[src/adc_ctrl_pkg.sv]
// constants and types for the converter conversion timing control
package adc_ctrl_pkg;
   localparam int ADDR_W = 4;
   localparam int DATA_W = 8;
   localparam int RES_W  = 10;

   localparam logic [ADDR_W-1:0] OFF_MODE    = 4'h0;
   localparam logic [ADDR_W-1:0] OFF_CHANNEL = 4'h1;
   localparam logic [ADDR_W-1:0] OFF_PINCFG  = 4'h2;
   localparam logic [ADDR_W-1:0] OFF_RES_LO  = 4'h3;
   localparam logic [ADDR_W-1:0] OFF_RES_HI  = 4'h4;
   localparam logic [ADDR_W-1:0] OFF_STATUS  = 4'h5;
   localparam logic [ADDR_W-1:0] OFF_MASK    = 4'h6;

   localparam logic [DATA_W-1:0] RESET_BYTE  = 8'h00;
   localparam logic [DATA_W-1:0] PINCFG_RST  = 8'h00;

   localparam int STAT_DONE  = 0;
   localparam int STAT_ERR   = 1;
   localparam int STAT_FIRST = 2;

   // comparator settle time before run is trustworthy
   localparam int  CLK_MHZ       = 100;
   localparam int  SETTLE_US     = 1;
   localparam int  SETTLE_CYC    = SETTLE_US * CLK_MHZ;
   localparam int  CNT_W         = 10;

   // mode register layout, the whole byte of the register bus
   typedef struct packed {
      logic       conversion_run;
      logic       rate_select_bit3;
      logic       rate_select_bit2;
      logic       rate_select_bit1;
      logic       rate_select_bit0;
      logic       low_ref_timing_bit1;
      logic       low_ref_timing_bit0;
      logic       comparator_enable;
   } mode_type;

   typedef struct packed {
      logic [ADDR_W-1:0] addr;
      logic [DATA_W-1:0] wdata;
      logic              wr;
      logic              rd;
   } bus_req_type;

   typedef struct packed {
      logic              valid;
      logic [CNT_W-1:0]  total;
   } timing_type;

   localparam logic [CNT_W-1:0] TOT_352 = 10'h160;
   localparam logic [CNT_W-1:0] TOT_264 = 10'h108;
   localparam logic [CNT_W-1:0] TOT_176 = 10'h0b0;
   localparam logic [CNT_W-1:0] TOT_132 = 10'h084;
   localparam logic [CNT_W-1:0] TOT_88  = 10'h058;
   localparam logic [CNT_W-1:0] TOT_66  = 10'h042;
   localparam logic [CNT_W-1:0] TOT_44  = 10'h02c;
   localparam logic [CNT_W-1:0] TOT_480 = 10'h1e0;
   localparam logic [CNT_W-1:0] TOT_320 = 10'h140;
   localparam logic [CNT_W-1:0] TOT_240 = 10'h0f0;
   localparam logic [CNT_W-1:0] TOT_160 = 10'h0a0;
   localparam logic [CNT_W-1:0] TOT_120 = 10'h078;
   localparam logic [CNT_W-1:0] TOT_80  = 10'h050;
endpackage

[src/adc_conversion_timing_control.sv]
// converter control: register port, conversion timer, done flag and interrupt
//
// Chosen here: the placing of the registers and strobed register access.
`timescale 1ns/1ps
module adc_conversion_timing_control #(
   parameter int RES_BITS = adc_ctrl_pkg::RES_W
) (
   input  wire logic                              i_sys_clk,
   input  wire logic                              i_rst_n,
   input  wire logic [adc_ctrl_pkg::ADDR_W-1:0]   i_addr,
   input  wire logic [adc_ctrl_pkg::DATA_W-1:0]   i_wdata,
   input  wire logic                              i_wr,
   input  wire logic                              i_rd,
   input  wire logic [RES_BITS-1:0]               i_sar_result,
   output logic      [adc_ctrl_pkg::DATA_W-1:0]   o_rdata,
   output logic      [2:0]                        o_channel,
   output logic                                   o_comparator_enable,
   output logic                                   o_sample_start,
   output logic                                   o_conversion_done_irq
);
   import adc_ctrl_pkg::*;

   ////////////////////////////////////////////////////////////////////////////
   // state

   typedef enum logic [1:0] {IDLE, CONVERT} conv_state_type;

   mode_type            mode,    next_mode;
   logic [2:0]          chan,    next_chan;
   logic [DATA_W-1:0]   pincfg,  next_pincfg;
   logic [RES_BITS-1:0] result,  next_result;
   logic [2:0]          status,  next_status;
   logic [2:0]          mask,    next_mask;
   logic [DATA_W-1:0]   rdata,   next_rdata;
   conv_state_type      state,   next_state;
   logic [CNT_W-1:0]    cnt,     next_cnt;
   logic [CNT_W-1:0]    settle,  next_settle;
   logic                first,   next_first;
   timing_type          timing;
   logic                done_evt;
   logic                err_evt;
   logic                wr_mode;
   logic                wr_chan;
   logic                wr_pin;
   logic                wr_mask;
   logic                wr_status;
   logic [2:0]          set_bits;

   adc_rate_decode u_decode (
      .i_mode   (mode),
      .o_timing (timing)
   );

   ////////////////////////////////////////////////////////////////////////////
   // configuration registers

   always_comb begin
      wr_mode     = i_wr && (i_addr == OFF_MODE);
      wr_chan     = i_wr && (i_addr == OFF_CHANNEL);
      wr_pin      = i_wr && (i_addr == OFF_PINCFG);
      wr_mask     = i_wr && (i_addr == OFF_MASK);
      next_mode   = wr_mode ? mode_type'(i_wdata) : mode;
      next_chan   = wr_chan ? i_wdata[2:0] : chan;
      next_pincfg = wr_pin ? i_wdata : pincfg;
      next_mask   = wr_mask ? i_wdata[2:0] : mask;
   end

   // rate fields only take effect at the next reload, hence stop before changing them
   always_ff @(posedge i_sys_clk) begin
      if (!i_rst_n) begin
         mode   <= mode_type'(RESET_BYTE);
         chan   <= '0;
         pincfg <= PINCFG_RST;
         mask   <= '0;
      end else begin
         mode   <= next_mode;
         chan   <= next_chan;
         pincfg <= next_pincfg;
         mask   <= next_mask;
      end
   end

   ////////////////////////////////////////////////////////////////////////////
   // comparator settle timer

   // restarts whenever the comparator is off, saturates once settled
   always_comb begin
      if (!mode.comparator_enable) begin
         next_settle = '0;
      end else if (settle < CNT_W'(SETTLE_CYC)) begin
         next_settle = settle + CNT_W'(1);
      end else begin
         next_settle = settle;
      end
   end

   always_ff @(posedge i_sys_clk) begin
      if (!i_rst_n) begin
         settle <= '0;
      end else begin
         settle <= next_settle;
      end
   end

   ////////////////////////////////////////////////////////////////////////////
   // conversion sequencing

   always_comb begin
      next_state  = state;
      next_cnt    = cnt;
      next_result = result;
      next_first  = first;
      done_evt    = 1'b0;
      err_evt     = 1'b0;
      case (state)
         IDLE: begin
            if (mode.conversion_run) begin
               if (!timing.valid) begin
                  err_evt = 1'b1;
               end else begin
                  next_first = !mode.comparator_enable
                               || (settle < CNT_W'(SETTLE_CYC));
                  next_cnt   = timing.total - CNT_W'(1);
                  next_state = CONVERT;
               end
            end
         end
         CONVERT: begin
            if (!mode.conversion_run) begin
               next_state = IDLE;
            end else if (cnt == '0) begin
               next_result = i_sar_result;
               done_evt    = 1'b1;
               next_cnt    = timing.total - CNT_W'(1);
               next_first  = 1'b0;
               if (!timing.valid) begin
                  next_state = IDLE;
               end
            end else begin
               next_cnt = cnt - CNT_W'(1);
            end
         end
         default: next_state = IDLE;
      endcase
      // mode, channel and pin config writes corrupt the result, modelled as cleared unless a result is captured in the same cycle
      if ((wr_mode || wr_chan || wr_pin) && !done_evt) begin
         next_result = '0;
      end
   end

   always_ff @(posedge i_sys_clk) begin
      if (!i_rst_n) begin
         result <= '0;
         state  <= IDLE;
         cnt    <= '0;
         first  <= 1'b0;
      end else begin
         result <= next_result;
         state  <= next_state;
         cnt    <= next_cnt;
         first  <= next_first;
      end
   end

   ////////////////////////////////////////////////////////////////////////////
   // sticky status flags

   always_comb begin
      set_bits = 3'b000;
      set_bits[STAT_DONE]  = done_evt;
      set_bits[STAT_ERR]   = err_evt;
      set_bits[STAT_FIRST] = done_evt && first;
      // channel write never touches the flags; set wins over clear
      wr_status = i_wr && (i_addr == OFF_STATUS);
      if (wr_status) begin
         next_status = (status & ~i_wdata[2:0]) | set_bits;
      end else begin
         next_status = status | set_bits;
      end
   end

   always_ff @(posedge i_sys_clk) begin
      if (!i_rst_n) begin
         status <= '0;
      end else begin
         status <= next_status;
      end
   end

   ////////////////////////////////////////////////////////////////////////////
   // read port

   // read data stands one cycle after the strobe only, so an idle bus reads zero
   always_comb begin
      case (i_addr)
         OFF_MODE:    next_rdata = mode;
         OFF_CHANNEL: next_rdata = {5'h00, chan};
         OFF_PINCFG:  next_rdata = pincfg;
         OFF_RES_LO:  next_rdata = result[DATA_W-1:0];
         OFF_RES_HI:  next_rdata = DATA_W'(result >> DATA_W);
         OFF_STATUS:  next_rdata = {5'h00, status};
         OFF_MASK:    next_rdata = {5'h00, mask};
         default:     next_rdata = RESET_BYTE;
      endcase
      if (!i_rd) begin
         next_rdata = RESET_BYTE;
      end
   end

   always_ff @(posedge i_sys_clk) begin
      if (!i_rst_n) begin
         rdata <= RESET_BYTE;
      end else begin
         rdata <= next_rdata;
      end
   end

   ////////////////////////////////////////////////////////////////////////////
   // outputs

   assign o_rdata               = rdata;
   assign o_channel             = chan;
   assign o_comparator_enable   = mode.comparator_enable;
   assign o_sample_start        = (state == IDLE) && (next_state == CONVERT);
   assign o_conversion_done_irq = |(status & mask);
endmodule

[src/adc_rate_decode.sv]
// conversion time decoder from rate and low-ref timing fields
`timescale 1ns/1ps
module adc_rate_decode (
   input  wire adc_ctrl_pkg::mode_type   i_mode,
   output adc_ctrl_pkg::timing_type      o_timing
);
   import adc_ctrl_pkg::*;

   logic [3:0] rate;
   logic [1:0] lvt;

   always_comb begin
      rate = {i_mode.rate_select_bit3, i_mode.rate_select_bit2,
              i_mode.rate_select_bit1, i_mode.rate_select_bit0};
      lvt  = {i_mode.low_ref_timing_bit1, i_mode.low_ref_timing_bit0};
      o_timing.valid = 1'b1;
      o_timing.total = TOT_44;
      if (lvt == 2'h0) begin
         if (rate[3]) begin
            o_timing.total = TOT_352;
         end else begin
            case (rate[2:0])
               3'h0:    o_timing.total = TOT_264;
               3'h1:    o_timing.total = TOT_176;
               3'h2:    o_timing.total = TOT_132;
               3'h3:    o_timing.total = TOT_88;
               3'h4:    o_timing.total = TOT_66;
               3'h5:    o_timing.total = TOT_44;
               default: o_timing.valid = 1'b0;
            endcase
         end
      end else if (lvt == 2'h1) begin
         case (rate)
            4'h0:    o_timing.total = TOT_480;
            4'h1:    o_timing.total = TOT_320;
            4'h2:    o_timing.total = TOT_240;
            4'h3:    o_timing.total = TOT_160;
            4'h4:    o_timing.total = TOT_120;
            4'h5:    o_timing.total = TOT_80;
            default: o_timing.valid = 1'b0;
         endcase
      end else begin
         o_timing.valid = 1'b0;
      end
   end
endmodule

[config.mk]
export PLATFORM = sky130hd
export DESIGN_NAME = adc_conversion_timing_control
export DESIGN_NICKNAME = d
export VERILOG_FILES = /design/src/adc_ctrl_pkg.sv /design/src/adc_conversion_timing_control.sv /design/src/adc_rate_decode.sv
export SDC_FILE = /design/constraint.sdc
export NUM_CORES = 1
export LEC_CHECK = 0
export ABC_AREA = 1
export ABC_CLOCK_PERIOD_IN_PS = 3200
export BUFFER_PORTS_ARGS = -buffer_cell sky130_fd_sc_hd__buf_2
export CORE_MARGIN = 2
export CORE_UTILIZATION = 49
export CTS_CLUSTER_SIZE = 30
export DETAILED_ROUTE_END_ITERATION = 8
export MAX_ROUTING_LAYER = met4
export PLACE_DENSITY = 0.75
export SLEW_MARGIN = 25
export SYNTH_ARGS = -nofsm -noshare
export SYNTH_HDL_FRONTEND = slang
export SYNTH_SLANG_ARGS = --single-unit
[constraint.sdc]
create_clock -name i_sys_clk -period 3.2 [get_ports i_sys_clk]
set_input_delay 0.64 -clock i_sys_clk [delete_from_list [all_inputs] [get_ports i_sys_clk]]
set_output_delay 0.64 -clock i_sys_clk [all_outputs]
set_load 0.05 [all_outputs]
Word-level counts from Yosys, hierarchy flattened
Index checks and enable logic that the tools add are counted.
{"block": "classes", "n_addsub": 3, "n_mul": 0, "n_div": 0, "magnitude_cmp": 1, "eq_ne": 23, "shift": 0, "mux": 33, "bitwise": 6, "n_reduce_logical": 29}
{"op": "case mux 8 bit (7 select lines)", "count": 1}
{"op": "case mux 9 bit (6 select lines)", "count": 1}
{"op": "2-to-1 mux 10 bit", "count": 5}
{"op": "case mux 9 bit (5 select lines)", "count": 1}
{"op": "equality test 4 x 3 -> 1 bit (second input constant)", "count": 5}
{"op": "case mux 10 bit (2 select lines)", "count": 1}
{"op": "subtractor 10 x 1 -> 10 bit (second input constant)", "count": 2}
{"op": "equality test 4 x 2 -> 1 bit (second input constant)", "count": 4}
{"op": "2-to-1 mux 1 bit", "count": 14}
{"op": "OR reduction 6 bit", "count": 2}
{"op": "2-to-1 mux 11 bit", "count": 1}
{"op": "adder 10 x 1 -> 10 bit (second input constant)", "count": 1}
{"op": "zero test 10 bit", "count": 1}
{"op": "< comparator 10 x 7 -> 1 bit (second input constant)", "count": 1}
{"op": "2-to-1 mux 2 bit", "count": 5}
{"op": "2-to-1 mux 9 bit", "count": 1}
{"op": "equality test 4 x 1 -> 1 bit (second input constant)", "count": 2}
{"op": "logical AND 1 bit", "count": 8}
{"op": "zero test 4 bit", "count": 2}
{"op": "!= test 2 bit (second input constant)", "count": 4}
{"op": "bitwise AND 3 bit", "count": 2}
{"op": "equality test 2 x 1 -> 1 bit (second input constant)", "count": 3}
{"op": "equality test 3 x 2 -> 1 bit (second input constant)", "count": 2}
{"op": "equality test 3 bit (second input constant)", "count": 2}
{"op": "18 further kinds", "count": 24}
{"block": "word_totals", "register_bits": 66, "latchBits": 0, "ram_bits": 0, "rom_bits": 0, "inputBits": 26, "output_inout_bits": 14, "word_cells": 113, "memories": 0}

Longest topological paths before layout
Gate-level depths: netlist of run 1.
{"block": "logic_depth", "ltp_word": 11, "depth_mapped": 12, "ltp_nobuf": 12}

Cells and area by module
A second synthesis of run 1 with hierarchy kept.
{"block": "hier_totals", "cells_unflattened": 513, "area_unflattened_um2": 3482.1}
{"mod": "adc_conversion_timing_control", "n_inst": 1, "cells_per_inst": 460, "area_each_um2": 3211.8, "seq_area_each_um2": 1321.3}
{"mod": "adc_rate_decode", "n_inst": 1, "cells_per_inst": 53, "area_each_um2": 270.3, "seq_area_each_um2": 0.0}

Worst setup path before layout of run 1
No wires, ideal clock.
{"block": "synth_path", "path_kind": "register to output", "startpoint": "reg cnt[0]", "endpoint": "out o_sample_start", "t_arrival_ps": 1525, "required_ps": 2560, "slack_ps": 1035, "stages_incl_launch_ff": 11, "n_path_buf": 1, "cell_sequence": "dfxtp_1 > inv_1 > ha_1 > nand3_2 > nor2_4 > nand2_2 > nand2_1 > buf_6 > nand2_1 > nand3_1 > inv_1"}
{"block": "synth_via", "elab_chain_cells": 6}
{"element": "start, declared", "line": "adc_conversion_timing_control.sv:36", "rtl": "logic [CNT_W-1:0] cnt, next_cnt;"}
{"element": "start signal, assigned", "line": "adc_conversion_timing_control.sv:160", "rtl": "cnt <= next_cnt;"}
{"element": "zero test 10 bit", "line": "adc_conversion_timing_control.sv:131", "rtl": "end else if (cnt == '0) begin"}
{"element": "2-to-1 mux 2 bit", "line": "adc_conversion_timing_control.sv:131"}
{"element": "2-to-1 mux 2 bit", "line": "adc_conversion_timing_control.sv:129", "rtl": "if (!mode.conversion_run) begin"}
{"element": "case mux 2 bit (2 select lines)", "line": "adc_conversion_timing_control.sv:115", "rtl": "case (state)"}
{"element": "equality test 2 x 1 -> 1 bit", "line": "adc_conversion_timing_control.sv:224", "rtl": "assign o_sample_start = (state == IDLE) && (next_state == CONVERT);"}
{"element": "logical AND 1 bit", "line": "adc_conversion_timing_control.sv:224"}
{"element": "end, declared", "line": "adc_conversion_timing_control.sv:18", "rtl": "output logic o_sample_start,"}
No other way between the ends.

Worst setup path in the final report of run 1
Same ends and word-level chain as after synthesis.

==> summary.md, run 1 <==
| Metric | Value |
|---|---|
| CTS sink cnt | 66 |
| TritonRoute pass-1 iters | 5 |
| Synth top area share | between 40 and 50% |
| Post-route setup slack | between 500 and 600 ps |
| DR iter-0 viols | 203 |
| Slew Limit Fails | 0 |
| Slew margin rel. | between 50% and 60% |
| Hold Path Class | flip-flop to flip-flop |
| Number of synthesized flops with an enable pin | 0 |
| GRT Overall Usage | a little over a fifth |
| Fin. Hold Viols | 0 |
| Met2 WL | 3.49 mm |
| Slowest cell on crit path | dfxtp_1 |
| Worst-margin pin slew | between 700 and 800 ps |
| Outcome | finished clean |
| H-tree depth | 3 |
| Per-cell routed wire length | 12.6 microns |
| # diodes | 0 |
| Critical setup path kind | flip-flop to output port |
| Initial Util | between 50% and 60% |
| IO buf count | 39 |
| Via Count | approximately 3000 |
| Routed Antenna Nets | 0 |
| Static leakage | around 1.6 nW |
| Startpoint types | flip-flop |
| DRC | 0 |
| Mapped Area | between 0.003 and 0.004 sq mm |
| Netlist cell types | 40 |
| Max layer used | met4 |
| Crit. End Element | output port |
| Placement row count | 29 |
| Cell taking the most area after synthesis | dfxtp_1 |
| Period utilization | between 80% and 90% |
| Clk_lat worst skew | roughly 340 ps |
| Top_reg_cell synth | dfxtp_1 |
| Cell Chain, Critical Path | inv_1 -> ha_1 -> nand3_2 -> nor2_4 -> nand2_2 -> nand2_1 -> nand2_1 -> nand3_1 -> inv_1 -> buf_2 |
| RSZ-0062 raised after global routing | false |
| Top cells by area, synth | dfxtp_1 (41%), nand2_1 (11%), a21oi_1 (8.7%), inv_1 (6.6%), o21ai_0 (6.2%) |
| Cts bufs inserted | 9 |
| Placed Area | around 0.0034 sq mm |
| Max cap viols | 0 |
| Synthesis-stage register bit count | 66 |
| I/O pin count | 40 |
| Area of the core | approximately 0.0063 sq mm |
| Synth cell count leaders | nand2_1 (96), dfxtp_1 (66), a21oi_1 (56), inv_1 (56), o21ai_0 (40) |
| Layout area overhead | 14.4% |
| Final Instance Area | approximately 0.0037 sq mm |
| Final setup violation count | 0 |
| Mapped Cells | between 400 and 500 |
| Hold Path Cell Cnt | 2 |
| Hold_buf cts | 0 |
| Largest net degree at the start of global routing | 34 |
| Most frequent cell after synthesis | nand2_1 |
| Layout cells sized above 1 | 16.2% |
| Tmin final | 2680 ps |
| First-pass GRT wire length | 12.3 mm |
| Metal3 WL | between 300 and 400 microns |
| Setup repair bufs after CTS | 0 |
| Vias per inst | about 5.2 |
| Peak Freq | 374 MHz |
| YS warnings | 0 |
| Final wirelength | roughly 7 mm |
| Power consumption | 0.00175 W |
| Syn Area/Cell | roughly 7.2 sq um |
| Worst path max stage delay | around 380 ps |
| Initial antenna violation count | 0 |
| Power per cell area | ~480 mW/mm^2 |
| # nets final | roughly 520 |
| Final clock skew | ~13 ps |
| Critical path required time | 2560 ps |
| Sequential share of the synthesized area | 41.2% |
| DP Worst Slack | 878 ps |
| Vias in the first global route | 2786 |
| Die Height | roughly 85 microns |
| CTS tree | built |
| TNS Setup | 0 ps |
| Die area | ~0.0072 sq mm |
| GR Overflow Total | 0 |
| Synth Net Count | about 480 |
| Post-cts sizing count | 0 |
| M1 wire length | ~3.3 mm |
| DP HPWL | roughly 5.3 mm |
| Buffer levels on the longest clock path | 2 |
| RePlAce Congestion | 0.937 |
| CP arrival | roughly 2000 ps |
| Peak VDD IR | a little under 0.5 mV |
| Root buf cell | clkbuf_8 |
| Die Wd | 84.9 microns |
| Critical path peak fanout | 11 |
| Ys async rst share | 0% |
| Worst-path clk slew | 80 ps |
| R2R cell count | 9 |
## area by class of cell
cell class / count / area (sq um)
well taps: 77 / 96.3
clock buffers: 9 / 124
flip-flops and latches: 66 / 1320
fillers: 618 / 2680
multi-input cells: 311 / 1590
clock inverters: 7 / 101
repair buffers: 39 / 195
inverters: 63 / 239
## metrics by stage
| stage | util, % | cells | hold WS [ps] |
|---|---|---|---|
| after CTS | 57.7 | 572 | 434 |
| after global placement | 54.2 | 556 | 416 |
| final | 57.7 | 572 | 435 |
| after global routing | 57.7 | 572 | 455 |
| after detailed placement | 54.2 | 556 | 422 |
| after floorplan | - | 448 | 408 |
## critical path: cells and delay by family, from the launching register on
family | cells | cell delay [ps]
buf+inv | 3 | 380
fa+ha+maj | 1 | 230
simple gates | 6 | 720
flops | 1 | 380
## layout by cell type (no fill, tap or decap), types with 2 or more instances in the layout
cell	Yosys	routed
nor2_4	3	3
o21ai_1	5	5
nand3_1	22	22
xor2_1	5	5
nand2_2	3	3
o221ai_1	4	4
dfxtp_1	66	66
clkbuf_8	0	9
o22ai_1	3	3
a31oi_1	3	3
nand4_1	4	4
nand2_1	96	96
inv_2	6	6
bufinv_16	0	2
buf_2	2	39
nand2_4	2	2
nor3_1	6	6
o211ai_1	2	2
xnor2_1	6	6
ha_1	3	3
clkinvlp_4	0	2
nor2_2	3	3
a21oi_2	2	2
inv_1	56	56
clkinv_4	0	2
o21ai_0	40	40
a21oi_1	56	56
nor2_1	31	31
## cell families (layout without fill, tap and decap cells)
family                   Yosys count  in the layout  synth area share, %
AND/OR/NAND/NOR                  176            176                 24.6
flip-flops                        66             66                 41.2
buffers and inverters             71            118                 9.18
adder cells (fa/ha/maj)            3              3                 1.17
other                              1              1                0.117
XOR/XNOR                          11             11                 3.01
AO/OA/AOI/OAI                    120            120                 20.7
## power breakdown
part / switching [W] / internal (W) / total (W)
logic: 0.0000844 / 0.0000431 / 0.000128
clock network: 0.000340 / 0.000443 / 0.000784
registers: 0.00000631 / 0.000830 / 0.000836
total: 0.000431 / 0.00132 / 0.00175
## metal layers
metal | track usage [%] | vias to the layer above
li1 | - | 1560
met1 | 26.5 | 1354
met2 | 35.9 | 61
met3 | 4.38 | 13
met4 | 8.37 | 0
met5 | - | -
## final timing paths
check	endpoint	startpoint	slack [ps]
max reg2reg	result[3]$_SDFFE_PP0P_	cnt[0]$_SDFFE_PN0P_	1240
min	settle[7]$_SDFFE_PN0P_	settle[7]$_SDFFE_PN0P_	430
max	o_sample_start	cnt[0]$_SDFFE_PN0P_	520
min reg2reg	settle[7]$_SDFFE_PN0P_	settle[7]$_SDFFE_PN0P_	430
## state kept, by name (all words and copies together) (netlist names), 2 cells and up
name,cells
state,2
settle,10
mode,7
status,3
mask,3
result,10
o_channel,3
o_rdata,8
pincfg,8
cnt,10
Note: power is estimated with default switching activity, not from simulation.
==> inputs of run 2 (changes only) <==
--- a/config.mk
+++ b/config.mk
@@ -5,8 +5,8 @@
 export SDC_FILE = /design/constraint.sdc
 export NUM_CORES = 1
 export LEC_CHECK = 0
-export ABC_AREA = 1
-export ABC_CLOCK_PERIOD_IN_PS = 3200
+export ABC_AREA = 0
+export ABC_CLOCK_PERIOD_IN_PS = 2700
 export BUFFER_PORTS_ARGS = -buffer_cell sky130_fd_sc_hd__buf_2
 export CORE_MARGIN = 2
 export CORE_UTILIZATION = 49
==> constraint.sdc (replaced) <==
create_clock -name i_sys_clk -period 2.7 [get_ports i_sys_clk]
set_input_delay 0.54 -clock i_sys_clk [delete_from_list [all_inputs] [get_ports i_sys_clk]]
set_output_delay 0.54 -clock i_sys_clk [all_outputs]
set_load 0.05 [all_outputs]
==> run 2 against run 1 <==
Effect of this change:
- core utilization down 0.77 points
- sequential power grew 18%
- wire length up 6.9%
- critical path type unchanged
- largest cell class unchanged
- largest power group unchanged
==> summary.md, run 2 <==
| Metric | Value |
|---|---|
| Placement row count | 30 (+3.4%) |
| Tmin final | ~2600 ps |
| Placed Area | 0.00360 sq mm (+4.6%) |
| Largest net degree at the start of global routing | 25 (-26%) |
| Final wirelength | 7.71 mm (+6.9%) |
| TritonRoute pass-1 iters | 4 (-1) |
| Vias in the first global route | 2773 (-0.47%) |
| Internal power | 0.00158 W (+20%) |
| Hold Path Class | primary input to flip-flop |
| Final clock skew | 6.07 ps (-7.14 ps) |
| Mapped Area | 0.00336 sq mm (+4.8%) |
| Ys async rst share | 0% (unchanged) |
| Largest regs | cnt: 10 flops, result: 10 flops, settle: 10 flops |
| Clk_lat worst skew | 350 ps (about the same) |
| CTS sink cnt | 66 (unchanged) |
| Layout cells sized above 1 | 17.9% (+1.8 points) |
| Final Instance Area | 0.00383 sq mm (+4.4%) |
| GRT Overall Usage | 22.6% (+0.78 points) |
| Top cells by area, synth | dfxtp_1 (39%), mux2i_1 (8.9%), nor2_1 (4.5%), nor2b_1 (4.1%), nand2_1 (3.9%) |
| Static leakage | 1.57 nW (-0.90%) |
| Power per cell area | 540 mW/mm^2 (+13%) |
| First-pass GRT wire length | 13.1 mm (+6.8%) |
| Worst-margin pin slew | 576 ps (-150 ps) |
| RePlAce Congestion | 0.888 (-5.2%) |
| RSZ-0062 raised after global routing | false |
| Die Height | 86.8 microns (+2.3%) |
| Cell taking the most area after synthesis | dfxtp_1 |
| IO buf count | 39 (unchanged) |
| Via Count | 2870 (-3.9%) |
| Final setup violation count | 0 (unchanged) |
| Critical path peak fanout | 10 (-1) |
| Startpoint types | flip-flop |
| Register Area | 0.00132 sq mm (unchanged) |
| Mapped Cells | 391 (-13%) |
| H-tree depth | 3 (unchanged) |
| Synth cell count leaders | dfxtp_1 (66), nor2_1 (40), nand2_1 (35), mux2i_1 (30), nor2b_1 (22) |
| DP HPWL | 5.43 mm (+2.8%) |
| CP arrival | 2030 ps (about the same) |
| Sw Share | 23.7% (-0.94 points) |
| Peak VDD IR | 0.329 mV (-32%) |
| Worst-path clk slew | 80 ps (about the same) |
| Layout area overhead | 14.0% |
| Synthesis-stage register bit count | 66 (unchanged) |
| GR Overflow Total | 0 (unchanged) |
| Critical path required time | 2160 ps (-400 ps) |
| Synth Net Count | 420 (-12%) |
| Peak Freq | approximately 390 MHz |
| Most common cell after layout, fill and taps aside | dfxtp_1 |
| Critical setup path kind | flip-flop to output port |
| Die area | 0.00753 sq mm (+4.6%) |
| Outcome | finished clean |
| Area of the core | 0.00672 sq mm (+5.8%) |
| Max cap viols | 0 (unchanged) |
| Die Wd | 86.8 microns (+2.3%) |
| CTS tree | built |
| Per-cell routed wire length | 15.1 microns (+20%) |
| Initial antenna violation count | 0 (unchanged) |
| Cts bufs inserted | 9 (unchanged) |
| I/O pin count | 40 (unchanged) |
| Comb pwr share | 6.0% (-1.3 points) |
| Sequential Power Share | 47.8% (about the same) |
| Root buf cell | clkbuf_8 |
| Synth top area share | 39.3% (-1.9 points) |
| TNS Setup | 0 ps (unchanged) |
| Syn Area/Cell | 8.59 sq um (+20%) |
| Hold_buf cts | 0 (unchanged) |
| Most frequent cell after synthesis | dfxtp_1 |
| Switching power | 0.000490 W (+14%) |
| Slew Limit Fails | 0 (unchanged) |
| DR iter-0 viols | 157 (-23%) |
| Sequential share of the synthesized area | 39.3% (-1.9 points) |
| Area occupied by multi-input gates | 0.00189 sq mm (+19%) |
| Vias per inst | 5.64 (+7.9%) |
| Crit. End Element | output port |
| Fill count | 595 (-3.7%) |
| Fin. Hold Viols | 0 (unchanged) |
| Period utilization | between 90% and 100% |
| Post-cts sizing count | 0 (unchanged) |
| Most frequent cells in the layout | dfxtp_1 (66), nor2_1 (40), buf_2 (39) |
| Setup repair bufs after CTS | 0 (unchanged) |
| Number of synthesized flops with an enable pin | 0 (unchanged) |
| Buffer levels on the longest clock path | 2 (unchanged) |
| DRC | 0 (unchanged) |
| Top_reg_cell synth | dfxtp_1 |
| Clock power share | 46.2% (+1.3 points) |
| # nets final | 453 (-13%) |
| Netlist cell types | 56 (+40%) |
| Slew margin rel. | 61.5% (+10 points) |
| Initial Util | 50.0% (-0.48 points) |
| Routed Antenna Nets | 0 (unchanged) |
| # diodes | 0 (unchanged) |
| YS warnings | 0 (unchanged) |
run 2: cell families after synthesis:
logic type,share of synthesized area (%)
AO/OA/AOI/OAI,17.4
AND/OR/NAND/NOR,24.5
XOR/XNOR,2.35
flip-flops,39.3
adder cells (fa/ha/maj),1.12
other,0.112
multiplexers,11.0
buffers and inverters,4.28
run 2: final cells by class:
cell class | count | share of cell area, %
Timing Repair Buffer | 46 | 6.47
Sequential cell | 66 | 34.5
Inverter | 10 | 0.981
Tap cell | 80 | 2.62
Multi-Input combinational cell | 291 | 49.5
Clock buffer | 10 | 3.60
Clock inverter | 6 | 2.35
run 2: path summary, 6_finish.rpt:
kind,start,cells past startpoint,slack (ps),endpoint
worst max-delay path,mode[1]$_SDFFE_PN0P_,5,130,o_sample_start
worst max register to register,mode[3]$_SDFFE_PN0P_,10,270,cnt[5]$_SDFFE_PN0P_
worst min register to register,settle[6]$_SDFFE_PN0P_,2,490,settle[6]$_SDFFE_PN0P_
worst min-delay path,i_sar_result[5],3,420,result[5]$_SDFFE_PP0P_
run 2: worst max-delay path, cell delays in order (launching register included):
cell	delay (ps)
dfxtp_1	410
buf_4	210
a21oi_1	210
o21ai_1	200
nor3_1	320
buf_2	330
run 2: power groups by stage:
| stage | Combinational (W) | Sequential (W) | Clock, W |
|---|---|---|---|
| floorplan | 0.0000755 | 0.00101 | 0 |
| global placement | 0.000120 | 0.00101 | 0 |
| detailed placement | 0.000122 | 0.00101 | 0 |
| CTS | 0.000123 | 0.000987 | 0.000971 |
| global route | 0.000136 | 0.000988 | 0.00101 |
| finish | 0.000124 | 0.000987 | 0.000955 |
run 2: per-stage QoR:
stage | utilization [%] | power (W) | instances | setup slack, ps | hold slack [ps]
after floorplan | - | 0.00109 | 391 | 299 | 434
after CTS | 57.0 | 0.00208 | 509 | 152 | 412
after global routing | 57.0 | 0.00213 | 509 | 20.1 | 433
after global placement | 53.6 | 0.00113 | 493 | 462 | 462
after detailed placement | 53.6 | 0.00113 | 493 | 279 | 476
final | 57.0 | 0.00207 | 509 | 131 | 424
run 2: routing by layer:
| metal | global-route usage (%) | vias to the layer above | wire, microns |
|---|---|---|---|
| met4 | 7.95 | 0 | 104 |
| met5 | - | - | 0 |
| met3 | 5.52 | 10 | 382 |
| li1 | - | 1443 | - |
| met1 | 28.1 | 1343 | 3500 |
| met2 | 35.7 | 74 | 3720 |
